`src/core/tsw_regs.svh`:
```
/*
 * Register offsets, field positions, reset values and counts of the
 * TDM switch mode and reset register bank.
 * Assumes a 32-bit AXI4-Lite bus with byte addresses; index times four.
 */
// How it works
// - With the enable bit set, writing one to start bit 0 of the mode select register launches block programming.
// - A launched block programming run lasts two frames.
// - When the run ends the device clears the start bit itself, so software sees completion.
// - During a run, writing low to the start bit or to the enable bit aborts it.
// - With switch soft reset bit 1 low the switching blocks run normally.
// - With switch soft reset bit 1 high the switching blocks are held in reset.
// - Bit 8 of the output enable register enables offset frame pulse two.
// - During a run the three-bit pattern goes into bits 2 to 0 of each low memory word.
// - A low offset pulse enable bit puts that offset pulse output in high impedance.
// - A clock and pulse enable bit drives its clock and frame pulse, else both float.
`ifndef TSW_REGS_SVH
`define TSW_REGS_SVH

// Register indexes, byte address is index times four
`define TSW_IDX_MODE 4'h1
`define TSW_IDX_RSTCTL 4'h2
`define TSW_IDX_OUTEN 4'h3
`define TSW_IDX_BPCTL 4'h5
`define TSW_IDX_STAT 4'h8
`define TSW_IDX_CLR 4'h9
`define TSW_IDX_IEN 4'hA

// Writable bit masks, reserved bits read zero
`define TSW_MODE_MASK 16'h017F
`define TSW_RSTCTL_MASK 16'h0002
`define TSW_OCF_MASK 16'h01CF
`define TSW_BPCTL_MASK 16'h0001
`define TSW_IRQ_MASK 16'h0003

// Reset values
`define TSW_MODE_RST 16'h0000
`define TSW_RSTCTL_RST 16'h0000
`define TSW_OCF_RST 16'h0000

// Field positions
`define TSW_MODE_START 0
`define TSW_MODE_PAT_LSB 1
`define TSW_RSTCTL_SWITCH 1
`define TSW_OCF_OFF_LSB 6
`define TSW_BPCTL_EN 0
`define TSW_ST_DONE 0
`define TSW_ST_ABORT 1

// Frames per block programming run
`define TSW_BP_FRAMES 2'h2

// Bus responses
`define TSW_RESP_OKAY 2'h0
`define TSW_RESP_SLVERR 2'h2

`endif

```
`src/core/tsw_pkg.sv`:
```
/*
 * Types of the TDM switch mode and reset register bank.
 * Assumes nothing of its surroundings.
 */
package tsw_pkg;

    // Block programming sequencer, one-hot
    typedef enum logic [1:0] {
        tsw_bp_idle = 2'h1,
        tsw_bp_run = 2'h2
    } tsw_bp_state_t;

endpackage

```
`src/core/tsw_mode_reset.sv`:
```
/*
 * Mode select, software reset and output enable registers of a TDM switch,
 * with the block programming sequencer and an event interrupt.
 * Assumes a one-cycle frame pulse on frame_pulse in the aclk domain and an
 * AXI4-Lite master that keeps one write and one read outstanding at most.
 */
`timescale 1ns/1ps
`include "tsw_regs.svh"

module tsw_mode_reset (
    // Clock and reset
    input wire logic aclk,
    input wire logic aresetn,
    // AXI4-Lite write address and data
    input wire logic [5:0] s_axi_awaddr,
    input wire logic s_axi_awvalid,
    output logic s_axi_awready,
    input wire logic [31:0] s_axi_wdata,
    input wire logic [3:0] s_axi_wstrb,
    input wire logic s_axi_wvalid,
    output logic s_axi_wready,
    // AXI4-Lite write response
    output logic [1:0] s_axi_bresp,
    output logic s_axi_bvalid,
    input wire logic s_axi_bready,
    // AXI4-Lite read
    input wire logic [5:0] s_axi_araddr,
    input wire logic s_axi_arvalid,
    output logic s_axi_arready,
    output logic [31:0] s_axi_rdata,
    output logic [1:0] s_axi_rresp,
    output logic s_axi_rvalid,
    input wire logic s_axi_rready,
    // Frame timing and output sources
    input wire logic frame_pulse,
    input wire logic [2:0] offset_pulse_src,
    input wire logic [3:0] clk_src,
    input wire logic [3:0] frame_src,
    // Block programming towards connection memory
    output logic bp_active,
    output logic [2:0] bp_pattern,
    // Switching block reset
    output logic switch_soft_reset,
    // Offset frame pulse pins
    output logic [2:0] offset_frame_pulse_o,
    output logic [2:0] offset_frame_pulse_oe,
    // Output clock and frame pulse pins
    output logic [3:0] output_clock_o,
    output logic [3:0] output_clock_oe,
    output logic [3:0] output_frame_pulse_o,
    output logic [3:0] output_frame_pulse_oe,
    // Interrupt
    output logic irq
);

    logic awready_q;
    logic wready_q;
    logic bvalid_q;
    logic [1:0] bresp_q;
    logic arready_q;
    logic rvalid_q;
    logic [31:0] rdata_q;
    logic [1:0] rresp_q;
    logic wr_fire;
    logic [3:0] wr_idx;
    logic wr_ok;
    logic [3:0] rd_idx;
    logic [15:0] rd_val;
    logic rd_ok;
    logic [15:0] mode_q;
    logic [15:0] rstctl_q;
    logic [15:0] ocf_q;
    logic bp_enable_q;
    logic [15:0] stat_q;
    logic [15:0] ien_q;
    tsw_pkg::tsw_bp_state_t state_q;
    logic [1:0] frame_cnt_q;
    logic wr_mode;
    logic wr_bpctl;
    logic [15:0] mode_d;
    logic [15:0] bpctl_d;
    logic start_req;
    logic abort_req;
    logic done_evt;
    logic bp_active_q;
    logic [2:0] bp_pattern_q;
    logic swrst_q;
    logic irq_q;

    // Byte-lane merge of a 16-bit register
    function automatic logic [15:0] merge16(input logic [15:0] old_v, input logic [31:0] data,
                                            input logic [3:0] strb, input logic [15:0] mask);
        logic [15:0] v;
        v = old_v;
        if (strb[0])
        begin
            v[7:0] = data[7:0];
        end
        if (strb[1])
        begin
            v[15:8] = data[15:8];
        end
        return v & mask;
    endfunction

    // Address and data are taken together, one write at a time
    assign wr_fire = s_axi_awvalid && s_axi_wvalid && awready_q && wready_q;
    assign wr_idx = s_axi_awaddr[5:2];
    assign wr_ok = (wr_idx == `TSW_IDX_MODE) || (wr_idx == `TSW_IDX_RSTCTL) ||
                   (wr_idx == `TSW_IDX_OUTEN) || (wr_idx == `TSW_IDX_BPCTL) ||
                   (wr_idx == `TSW_IDX_CLR) || (wr_idx == `TSW_IDX_IEN);

    always_ff @(posedge aclk)
    begin
        if (!aresetn)
        begin
            awready_q <= 1'b0;
            wready_q <= 1'b0;
            bvalid_q <= 1'b0;
            bresp_q <= `TSW_RESP_OKAY;
        end
        else
        begin
            // Ready pulses for one cycle so a held valid is not taken twice
            awready_q <= s_axi_awvalid && s_axi_wvalid && !awready_q && !bvalid_q;
            wready_q <= s_axi_awvalid && s_axi_wvalid && !wready_q && !bvalid_q;
            if (wr_fire)
            begin
                bvalid_q <= 1'b1;
                bresp_q <= wr_ok ? `TSW_RESP_OKAY : `TSW_RESP_SLVERR;
            end
            else if (s_axi_bready)
            begin
                bvalid_q <= 1'b0;
            end
        end
    end

    // Read decode; write-only clear register reads zero
    assign rd_idx = s_axi_araddr[5:2];
    always_comb
    begin
        rd_val = 16'h0000;
        rd_ok = 1'b1;
        case (rd_idx)
            `TSW_IDX_MODE: rd_val = mode_q;
            `TSW_IDX_RSTCTL: rd_val = rstctl_q;
            `TSW_IDX_OUTEN: rd_val = ocf_q;
            `TSW_IDX_BPCTL: rd_val = {15'h0000, bp_enable_q};
            `TSW_IDX_STAT: rd_val = stat_q;
            `TSW_IDX_CLR: rd_val = 16'h0000;
            `TSW_IDX_IEN: rd_val = ien_q;
            default: rd_ok = 1'b0;
        endcase
    end

    always_ff @(posedge aclk)
    begin
        if (!aresetn)
        begin
            arready_q <= 1'b0;
            rvalid_q <= 1'b0;
            rdata_q <= 32'h00000000;
            rresp_q <= `TSW_RESP_OKAY;
        end
        else
        begin
            arready_q <= s_axi_arvalid && !arready_q && !rvalid_q;
            if (s_axi_arvalid && arready_q)
            begin
                rvalid_q <= 1'b1;
                rdata_q <= {16'h0000, rd_val};
                rresp_q <= rd_ok ? `TSW_RESP_OKAY : `TSW_RESP_SLVERR;
            end
            else if (s_axi_rready)
            begin
                rvalid_q <= 1'b0;
            end
        end
    end

    // Block programming launch and abort decode
    assign wr_mode = wr_fire && (wr_idx == `TSW_IDX_MODE);
    assign wr_bpctl = wr_fire && (wr_idx == `TSW_IDX_BPCTL);
    assign mode_d = merge16(mode_q, s_axi_wdata, s_axi_wstrb, `TSW_MODE_MASK);
    assign bpctl_d = merge16({15'h0000, bp_enable_q}, s_axi_wdata, s_axi_wstrb, `TSW_BPCTL_MASK);
    // Launch needs the enable already set; a rewrite while running is no launch
    assign start_req = wr_mode && mode_d[`TSW_MODE_START] && bp_enable_q &&
                       (state_q == tsw_pkg::tsw_bp_idle);
    assign abort_req = (state_q == tsw_pkg::tsw_bp_run) &&
                       ((wr_mode && !mode_d[`TSW_MODE_START]) ||
                        (wr_bpctl && !bpctl_d[`TSW_BPCTL_EN]));
    assign done_evt = (state_q == tsw_pkg::tsw_bp_run) && !abort_req && frame_pulse &&
                      (frame_cnt_q == `TSW_BP_FRAMES - 2'h1);

    // Sequencer: counts frame pulses while running
    always_ff @(posedge aclk)
    begin
        if (!aresetn)
        begin
            state_q <= tsw_pkg::tsw_bp_idle;
            frame_cnt_q <= 2'h0;
        end
        else
        begin
            case (state_q)
                tsw_pkg::tsw_bp_idle:
                begin
                    frame_cnt_q <= 2'h0;
                    if (start_req)
                    begin
                        state_q <= tsw_pkg::tsw_bp_run;
                    end
                end
                tsw_pkg::tsw_bp_run:
                begin
                    if (abort_req || done_evt)
                    begin
                        state_q <= tsw_pkg::tsw_bp_idle;
                        frame_cnt_q <= 2'h0;
                    end
                    else if (frame_pulse)
                    begin
                        frame_cnt_q <= frame_cnt_q + 2'h1;
                    end
                end
                default:
                begin
                    state_q <= tsw_pkg::tsw_bp_idle;
                    frame_cnt_q <= 2'h0;
                end
            endcase
        end
    end

    // Mode select register; start bit owned by the sequencer
    always_ff @(posedge aclk)
    begin
        if (!aresetn)
        begin
            mode_q <= `TSW_MODE_RST;
        end
        else
        begin
            if (wr_mode)
            begin
                // Host keeps other bits unchanged while running, so no guard here
                mode_q[15:1] <= mode_d[15:1];
            end
            if (done_evt || abort_req)
            begin
                mode_q[`TSW_MODE_START] <= 1'b0;
            end
            else if (start_req)
            begin
                mode_q[`TSW_MODE_START] <= 1'b1;
            end
        end
    end

    // Enable, reset and output enable registers; reserved bits masked off
    always_ff @(posedge aclk)
    begin
        if (!aresetn)
        begin
            bp_enable_q <= 1'b0;
            rstctl_q <= `TSW_RSTCTL_RST;
            ocf_q <= `TSW_OCF_RST;
            ien_q <= 16'h0000;
        end
        else if (wr_fire)
        begin
            if (wr_idx == `TSW_IDX_BPCTL)
            begin
                bp_enable_q <= bpctl_d[`TSW_BPCTL_EN];
            end
            if (wr_idx == `TSW_IDX_RSTCTL)
            begin
                rstctl_q <= merge16(rstctl_q, s_axi_wdata, s_axi_wstrb, `TSW_RSTCTL_MASK);
            end
            if (wr_idx == `TSW_IDX_OUTEN)
            begin
                ocf_q <= merge16(ocf_q, s_axi_wdata, s_axi_wstrb, `TSW_OCF_MASK);
            end
            if (wr_idx == `TSW_IDX_IEN)
            begin
                ien_q <= merge16(ien_q, s_axi_wdata, s_axi_wstrb, `TSW_IRQ_MASK);
            end
        end
    end

    // Sticky events; a new event beats a clear in the same cycle
    always_ff @(posedge aclk)
    begin
        if (!aresetn)
        begin
            stat_q <= 16'h0000;
        end
        else
        begin
            if (wr_fire && (wr_idx == `TSW_IDX_CLR))
            begin
                stat_q <= stat_q & ~merge16(16'h0000, s_axi_wdata, s_axi_wstrb, `TSW_IRQ_MASK);
            end
            if (done_evt)
            begin
                stat_q[`TSW_ST_DONE] <= 1'b1;
            end
            if (abort_req)
            begin
                stat_q[`TSW_ST_ABORT] <= 1'b1;
            end
        end
    end

    // Block programming drive and switch reset
    always_ff @(posedge aclk)
    begin
        if (!aresetn)
        begin
            bp_active_q <= 1'b0;
            bp_pattern_q <= 3'h0;
            swrst_q <= 1'b0;
            irq_q <= 1'b0;
        end
        else
        begin
            // Memory filler writes pattern into bits 2..0 while active
            bp_active_q <= (state_q == tsw_pkg::tsw_bp_run) && !abort_req && !done_evt;
            bp_pattern_q <= mode_q[`TSW_MODE_PAT_LSB +: 3];
            swrst_q <= rstctl_q[`TSW_RSTCTL_SWITCH];
            irq_q <= |(stat_q & ien_q);
        end
    end

    // Output pins; a disabled pin drops its enable and floats
    genvar gi;
    generate
        for (gi = 0; gi < 3; gi++)
        begin : g_off
            always_ff @(posedge aclk)
            begin
                if (!aresetn)
                begin
                    offset_frame_pulse_o[gi] <= 1'b0;
                    offset_frame_pulse_oe[gi] <= 1'b0;
                end
                else
                begin
                    offset_frame_pulse_o[gi] <= offset_pulse_src[gi] && ocf_q[`TSW_OCF_OFF_LSB + gi];
                    offset_frame_pulse_oe[gi] <= ocf_q[`TSW_OCF_OFF_LSB + gi];
                end
            end
        end
        for (gi = 0; gi < 4; gi++)
        begin : g_ck
            always_ff @(posedge aclk)
            begin
                if (!aresetn)
                begin
                    output_clock_o[gi] <= 1'b0;
                    output_clock_oe[gi] <= 1'b0;
                    output_frame_pulse_o[gi] <= 1'b0;
                    output_frame_pulse_oe[gi] <= 1'b0;
                end
                else
                begin
                    // Clock passes through a flop: a half-rate copy at most
                    output_clock_o[gi] <= clk_src[gi] && ocf_q[gi];
                    output_clock_oe[gi] <= ocf_q[gi];
                    output_frame_pulse_o[gi] <= frame_src[gi] && ocf_q[gi];
                    output_frame_pulse_oe[gi] <= ocf_q[gi];
                end
            end
        end
    endgenerate

    // Port drive, all from flops
    assign s_axi_awready = awready_q;
    assign s_axi_wready = wready_q;
    assign s_axi_bvalid = bvalid_q;
    assign s_axi_bresp = bresp_q;
    assign s_axi_arready = arready_q;
    assign s_axi_rvalid = rvalid_q;
    assign s_axi_rdata = rdata_q;
    assign s_axi_rresp = rresp_q;
    assign bp_active = bp_active_q;
    assign bp_pattern = bp_pattern_q;
    assign switch_soft_reset = swrst_q;
    assign irq = irq_q;

    // Checks
    start_launch_a: assert property (@(posedge aclk) disable iff (!aresetn)
        start_req |=> (state_q == tsw_pkg::tsw_bp_run) ##1 bp_active)
        else $error("launch did not start a run");
    two_frames_a: assert property (@(posedge aclk) disable iff (!aresetn)
        done_evt |-> (frame_cnt_q == 2'h1) ##1 (state_q == tsw_pkg::tsw_bp_idle) && stat_q[0])
        else $error("run did not end on second frame");
    start_clear_a: assert property (@(posedge aclk) disable iff (!aresetn)
        done_evt |=> !mode_q[0] ##1 !bp_active)
        else $error("start bit not cleared at end");
    abort_stop_a: assert property (@(posedge aclk) disable iff (!aresetn)
        abort_req |=> (state_q == tsw_pkg::tsw_bp_idle) && stat_q[1] && !mode_q[0])
        else $error("abort did not stop the run");
    soft_reset_a: assert property (@(posedge aclk) disable iff (!aresetn)
        $rose(rstctl_q[1]) |=> switch_soft_reset [*2])
        else $error("switch reset not held");
    pattern_copy_a: assert property (@(posedge aclk) disable iff (!aresetn)
        bp_active |-> bp_pattern == $past(mode_q[3:1]))
        else $error("pattern not copied");
    offset_oe_a: assert property (@(posedge aclk) disable iff (!aresetn)
        offset_frame_pulse_oe[2] == $past(ocf_q[8]))
        else $error("offset pulse two enable wrong");
    clk_pulse_oe_a: assert property (@(posedge aclk) disable iff (!aresetn)
        !ocf_q[1] |=> !output_clock_oe[1] && !output_frame_pulse_oe[1])
        else $error("clock one not floated");
    reserved_zero_a: assert property (@(posedge aclk) disable iff (!aresetn)
        (rstctl_q[0] == 1'b0) && (ocf_q[15:9] == 7'h00))
        else $error("reserved bit stored");
    write_resp_a: assert property (@(posedge aclk) disable iff (!aresetn)
        wr_fire |=> s_axi_bvalid)
        else $error("no write response");
    run_done_c: cover property (@(posedge aclk) disable iff (!aresetn) done_evt);
    run_abort_c: cover property (@(posedge aclk) disable iff (!aresetn) abort_req);
    irq_rise_c: cover property (@(posedge aclk) disable iff (!aresetn) $rose(irq));

endmodule

```
`config.mk`:
```
export PLATFORM = sky130hd
export DESIGN_NAME = tsw_mode_reset
export DESIGN_NICKNAME = d
export VERILOG_FILES = /design/src/core/tsw_pkg.sv /design/src/core/tsw_mode_reset.sv
export VERILOG_INCLUDE_DIRS = /design/src /design/src/core
export SDC_FILE = /design/constraint.sdc
export NUM_CORES = 1
export LEC_CHECK = 0
export ABC_AREA = 1
export BUFFER_PORTS_ARGS = -buffer_cell sky130_fd_sc_hd__buf_4
export CORE_MARGIN = 5
export CORE_UTILIZATION = 49
export CTS_CLUSTER_DIAMETER = 40
export DETAILED_ROUTE_END_ITERATION = 8
export PLACE_DENSITY_LB_ADDON = 0.1
export SYNTH_ARGS = -nofsm -noshare
export SYNTH_HDL_FRONTEND = slang
export SYNTH_SLANG_ARGS = --single-unit
```
`constraint.sdc`:
```
create_clock -name aclk -period 2 [get_ports aclk]
set_input_delay 0.3 -clock aclk [delete_from_list [all_inputs] [get_ports aclk]]
set_output_delay 0.3 -clock aclk [all_outputs]
set_load 0.05 [all_outputs]
```
==> results.sh, run 1 <==
export IMPL_hold_path_class="input port to flip-flop"
export IMPL_fp_dieArea_um2=7249
export IMPL_outcome="finished, final reports clean"
export IMPL_synth_most_common_cell="nand2_1"
export IMPL_clock_sinks=65
export IMPL_hpwl_um=4461
export IMPL_diodes=0
export IMPL_worst_pin_slew_ps=597.9
export IMPL_ys_types=30
export IMPL_ys_ff_latch=65
export IMPL_hold_viol=0
export IMPL_crit_path_start_kind="flip-flop"
export IMPL_cts_hold_buf=0
export IMPL_via_per_inst=4.591
export IMPL_maxCapViolCount=0
export IMPL_num_rows=27
export IMPL_io_pins=136
export IMPL_critical_path_class="flip-flop to flip-flop"
export IMPL_drtPass1Iterations=4
export IMPL_ys_flop_type="dfxtp_1"
export IMPL_synth_area_per_cell_um2=7.642
export IMPL_fin_nets=512
export IMPL_fin_crit_sh=0.7372
export IMPL_clk_pin_slew_ps=70
export IMPL_portBuffers=81
export IMPL_arrival_ps=1700
export IMPL_ys_top_cells_by_area="dfxtp_1 47%, nand2_1 9.1%, buf_4 8.1%, inv_1 6.8%, nor2_1 5.8%"
export IMPL_clk_latency_ps=330
export IMPL_finalSetupViolations=0
export IMPL_synth_edf_count=0
export IMPL_leakage_nw=1.758
export IMPL_yosysTopAreaCell="dfxtp_1"
export IMPL_drt_total_wl_um=5889
export IMPL_synth_async_reset_ratio=0
export IMPL_start_util=0.5024
export IMPL_cp_max_fo=13
export IMPL_grt_pass1_wl_um=9798
export IMPL_coreArea_um2=5507
export IMPL_grt_max_degree=31
export IMPL_synthTopCellsByCount="67 x nand2_1, 65 x dfxtp_1, 50 x inv_1"
export IMPL_slew_headroom=0.6010
export IMPL_ir_drop_mv=0.4867
export IMPL_drtIter0Drc=68
export IMPL_synth_area_um2=2766
export IMPL_rsz0062_at_grt="no"
export IMPL_gp_congestion=0.8593
export IMPL_dieWidth_um=85.14
export IMPL_num_vias=2392
export IMPL_die_y_um=85.14
export IMPL_cts_setup_buffers=0
export IMPL_grtUsageTotal=0.1674
export IMPL_syn_to_final_growth_pct=27.82
export IMPL_critical_path_endpoint_type="flip-flop"
export IMPL_drc=0
export IMPL_tns_ps=0
export IMPL_drt_wirelength_per_cell_um=11.30
export IMPL_final_cells=521
export IMPL_cts_buffer_depth=2
export IMPL_powerDensity_nw_per_um2=799.2
export IMPL_post_place_cells=505
export IMPL_h_tree_depth=3
export IMPL_clock_tree_root_cell="clkbuf_8"
export IMPL_fmax_mhz=678.2
export IMPL_maxSlewViolCount=0
export IMPL_ys_seq_area_frac=0.4704
export IMPL_ys_warn_count=0
export IMPL_synth_top_cell_area_share=0.4704
export IMPL_final_antenna_net_count=0
export IMPL_synth_cells=362
export IMPL_overflow=0
export IMPL_drive_gt1_frac=0.2561
export IMPL_numCtsBuffers=9
export IMPL_finalClockSkew_ps=4.493
export IMPL_cts_resized=0
export IMPL_fin_crit_ps=1474
export IMPL_grt_pass1_vias=2247
export IMPL_antenna_found_initial=0
export IMPL_worstPathRequired_ps=2220
export IMPL_tritoncts="built"
export IMPL_fillers=515
cell families (layout without fill, tap and decap cells):
| kind of cell | after synthesis | count (layout) | synth area share |
|---|---|---|---|
| AOI/OAI and AO/OA | 55 | 55 | 0.1072 |
| other | 1 | 25 | 0.001356 |
| DFF | 65 | 65 | 0.4704 |
| buffers and inverters | 87 | 150 | 0.1619 |
| muxes | 1 | 1 | 0.003618 |
| xor gates and xnor gates | 1 | 1 | 0.003167 |
| adders and majority gates | 1 | 1 | 0.004522 |
| and+or+nand+nor | 151 | 151 | 0.2478 |
cells in the final DEF, fill, tap and decap left out:
master     instances
o21ai_0           23
o211ai_1           1
a21oi_1           27
clkbuf_8          11
conb_1            25
mux2i_1            1
ha_1               1
nand2_2            2
inv_2              1
clkbuf_1           3
nor2_4             4
nand2_4            1
buf_4             83
nand3_1           16
nand4_1            5
a211oi_2           2
nand3b_1           1
dfxtp_1           65
inv_1             50
bufinv_16          2
nor2_2             6
nand2_1           67
o21ai_1            1
xnor2_1            1
nor4_1             2
nand3_2            3
nor3_1             1
nor2_1            43
o32ai_1            1
flip-flops by register name, indices dropped and copies added (netlist names), 2 cells and up:
signal / flops
bp_pattern: 3
frame_cnt_q: 2
ien_q: 2
mode_q: 8
ocf_q: 7
offset_frame_pulse_o: 3
offset_frame_pulse_oe: 3
output_clock_o: 4
output_frame_pulse_o: 4
output_frame_pulse_oe: 4
s_axi_rdata: 9
stat_q: 2
state_q: 2
worst max-delay path, cell delays in order (launching register included):
cell and delay, ps:
dfxtp_1 360, nand2_1 100, nor2_4 290, nand2_4 140
nor2_4 210, inv_1 110, nor2_1 100, nor2_1 50
routing by layer:
metal  wire, µm  vias up  GRT usage
met5          0        -          0
met4        122        0    0.09496
met3        428        9    0.04369
met2       2698       74     0.2733
met1       2639     1061     0.1984
li1           -     1248          -
worst paths after layout:
kind                              startpoint                       to  slack, ps  cells after the start
worst min-delay path            frame_src[1]  output_frame_pulse_o[1]        190                      3
worst min register to register     mode_q[3]            bp_pattern[2]        440                      2
worst max-delay path            s_axi_wready                mode_q[5]        530                      7
worst max register to register  s_axi_wready                mode_q[5]        530                      7
metrics by stage:
step | setup slack, ps | utilization | power [mW] | instance area, µm² | hold WS, ps
final | 525.6 | 0.6421 | 2.826 | 3536 | 186.6
after global routing | 340.0 | 0.6421 | 2.939 | 3536 | 181.9
after CTS | 505.9 | 0.6421 | 2.852 | 3536 | 174.8
after detailed placement | 488.8 | 0.6017 | 1.626 | 3313 | 436.7
after global placement | 502.9 | 0.6017 | 1.624 | 3313 | 432.2
after floorplan | 451.4 | - | 1.569 | 2856 | 412.2
layout make-up:
class | instances | area, µm² | share of cell area
flip-flops and latches | 65 | 1301 | 0.3680
well taps | 72 | 90.09 | 0.02548
inverters | 51 | 191.4 | 0.05414
repair buffers | 83 | 623.1 | 0.1762
multi-input cells | 234 | 1107 | 0.3132
clock inverters | 2 | 60.06 | 0.01699
clock buffers | 14 | 162.7 | 0.04600
report_power, final:
part	switching, mW	internal [mW]	total [mW]
combinational	0.214	0.0775	0.292
sequential	0.00506	1.30	1.31
clock	0.455	0.772	1.23
total	0.674	2.15	2.83
(Power assumes the default switching activity.)
==> run 2, diff against run 1 <==
Settings changed: CORE_UTILIZATION 49 to 41.
Clock period 2 ns to 1.2 ns, I/O delays scaled along.
==> run 2 against run 1 <==
Effect of this change: critical path depth is the same; via count grew 2.6%; combinational power grew 81%; the flow now finishes with violations (negative setup slack); register-to-register slack lost 570 ps; count of clock-buffer cells in the layout shrank 3; sequential power grew 66%; utilization shrank 7.4 points; sequential cell count is the same; final cell count grew 5.4%; largest power group unchanged.
==> results.sh, run 2 (same netlist as run 1, synthesis figures left out) <==
export IMPL_drc=0
export IMPL_critical_path_endpoint_type="flip-flop"
export IMPL_switching_share=0.2665
export IMPL_cts_buffer_depth=2
export IMPL_fmax_mhz=803.8
export IMPL_final_common_cell="buf_4"
export IMPL_fin_crit_sh=1.037
export IMPL_final_antenna_net_count=0
export IMPL_hold_slack_ps=60.42
export IMPL_maxCapViolCount=0
export IMPL_syn_to_final_growth_pct=37.13
export IMPL_hold_viol=0
export IMPL_via_per_inst=4.470
export IMPL_worstPathRequired_ps=1460
export IMPL_num_rows=30
export IMPL_layout_common_cells="98 x buf_4, 62 x nand2_1, 61 x dfxtp_1"
export IMPL_cpPeakStageDelay_ps=360
export IMPL_largest_reg_flops=9
export IMPL_drtPass1Iterations=4
export IMPL_path_delay_family="simple AND/OR/NAND/NOR gates"
export IMPL_tritoncts="built"
export IMPL_rsz0062_at_grt="yes"
export IMPL_slowest_stage="dfxtp_4"
export IMPL_outcome="finished, violations left"
export IMPL_timing_final_ws_setup_ps=-44.11
export IMPL_post_place_ws_ps=-41.49
export IMPL_path_cells="nand2_4 > nor2_4 > nand2_4 > nor2_4 > buf_12 > nor2_2 > a211oi_2"
export IMPL_clk_pin_slew_ps=70
export IMPL_drtIter0Drc=36
export IMPL_fp_dieArea_um2=8490
export IMPL_ir_drop_mv=0.4784
export IMPL_diodes=0
export IMPL_clkPwrFrac=0.395
export IMPL_h_tree_depth=3
export IMPL_hold_path_class="input port to flip-flop"
export IMPL_maxSlewViolCount=0
export IMPL_overflow=0
export IMPL_grt_pass1_wl_um=10650
export IMPL_gp_congestion=0.7592
export IMPL_clock_sinks=65
export IMPL_p_switching_mw=1.192
export IMPL_arrival_ps=1500
export IMPL_fin_nets=532
export IMPL_die_y_um=92.14
export IMPL_p_int_mw=3.280
export IMPL_cp_max_fo=7
export IMPL_grt_max_degree=21
export IMPL_r2r_cells=7
export IMPL_critical_path_class="flip-flop to flip-flop"
export IMPL_crit_cells=7
export IMPL_clock_tree_root_cell="clkbuf_8"
export IMPL_numCtsBuffers=9
export IMPL_cts_hold_buf=0
export IMPL_powerDensity_nw_per_um2=1179
export IMPL_leakage_nw=1.865
export IMPL_start_util=0.4140
export IMPL_finalSetupViolations=11
export IMPL_num_vias=2454
export IMPL_coreArea_um2=6681
export IMPL_drive_gt1_frac=0.3412
export IMPL_hold_depth=3
export IMPL_crit_path_start_kind="flip-flop"
export IMPL_drt_wirelength_per_cell_um=11.90
export IMPL_combPwrFrac=0.118
export IMPL_seq_power_share=0.487
export IMPL_failed_checks="negative setup slack"
export IMPL_path_buf_inv=1
export IMPL_io_pins=136
export IMPL_finalClockSkew_ps=4.929
export IMPL_antenna_found_initial=0
export IMPL_dieWidth_um=92.14
export IMPL_clk_latency_ps=330
export IMPL_drt_total_wl_um=6531
export IMPL_hpwl_um=5045
export IMPL_fin_crit_ps=1244
export IMPL_portBuffers=81
export IMPL_grt_pass1_vias=2352
export IMPL_grtUsageTotal=0.1564
run 2: power groups by stage:
stage	clock network [mW]	logic [mW]	registers (mW)
finish	1.77	0.528	2.18
detailed placement	0	0.518	2.22
floorplan	0	0.346	2.27
CTS	1.82	0.520	2.17
global route	1.92	0.565	2.18
global placement	0	0.514	2.22
run 2: final timing paths:
path / startpoint / endpoint / slack, ps
setup / recovery: s_axi_awready / ocf_q[3] / -40
hold reg to reg: s_axi_arready / s_axi_arready / 430
hold / removal: frame_src[1] / output_frame_pulse_o[1] / 60
setup reg to reg: s_axi_awready / ocf_q[3] / -40
run 2: layout make-up:
cell class                 count  area (µm²)
multi-input combinational    235        1202
sequential                    65        1314
timing repair buffer         102       798.3
fill                         668        2888
tap                           80       100.1
inverter                      51       191.4
clock inverter                 5       56.30
clock buffer                  11       131.4
run 2: tightest hold or removal path, delay by kind of cell:
kind,cells,cell delay (ps)
AND/OR/NAND/NOR,1,80
buffers and inverters,2,100
run 2: through the flow:
step	setup TNS [ps]	instance area [µm²]	util	std cells	power, mW
after floorplan	-332.0	2873	-	386	2.614
after global placement	-46.81	3480	0.5208	530	2.738
after detailed placement	-307.4	3480	0.5208	530	2.742
after CTS	-192.4	3714	0.5558	549	4.517
after global routing	-1929	3794	0.5678	549	4.663
final	-209.5	3794	0.5678	549	4.471
run 2: repair_timing:
action                                  4_1_cts  5_1_grt
gates resized for setup                       6       24
buffers inserted                              2        0
endpoints found under the hold margin         0        0
cloned                                        1        0
endpoints found under the setup margin       14       25
pin swaps                                     9       11
run 2: per-layer routing:
layer / global-route usage / up-vias / wire, µm
met5: 0 / - / 0
met1: 0.1899 / 1087 / 2971
met3: 0.04512 / 4 / 413
li1: - / 1292 / -
met2: 0.2573 / 71 / 3103
met4: 0.06683 / 0 / 42
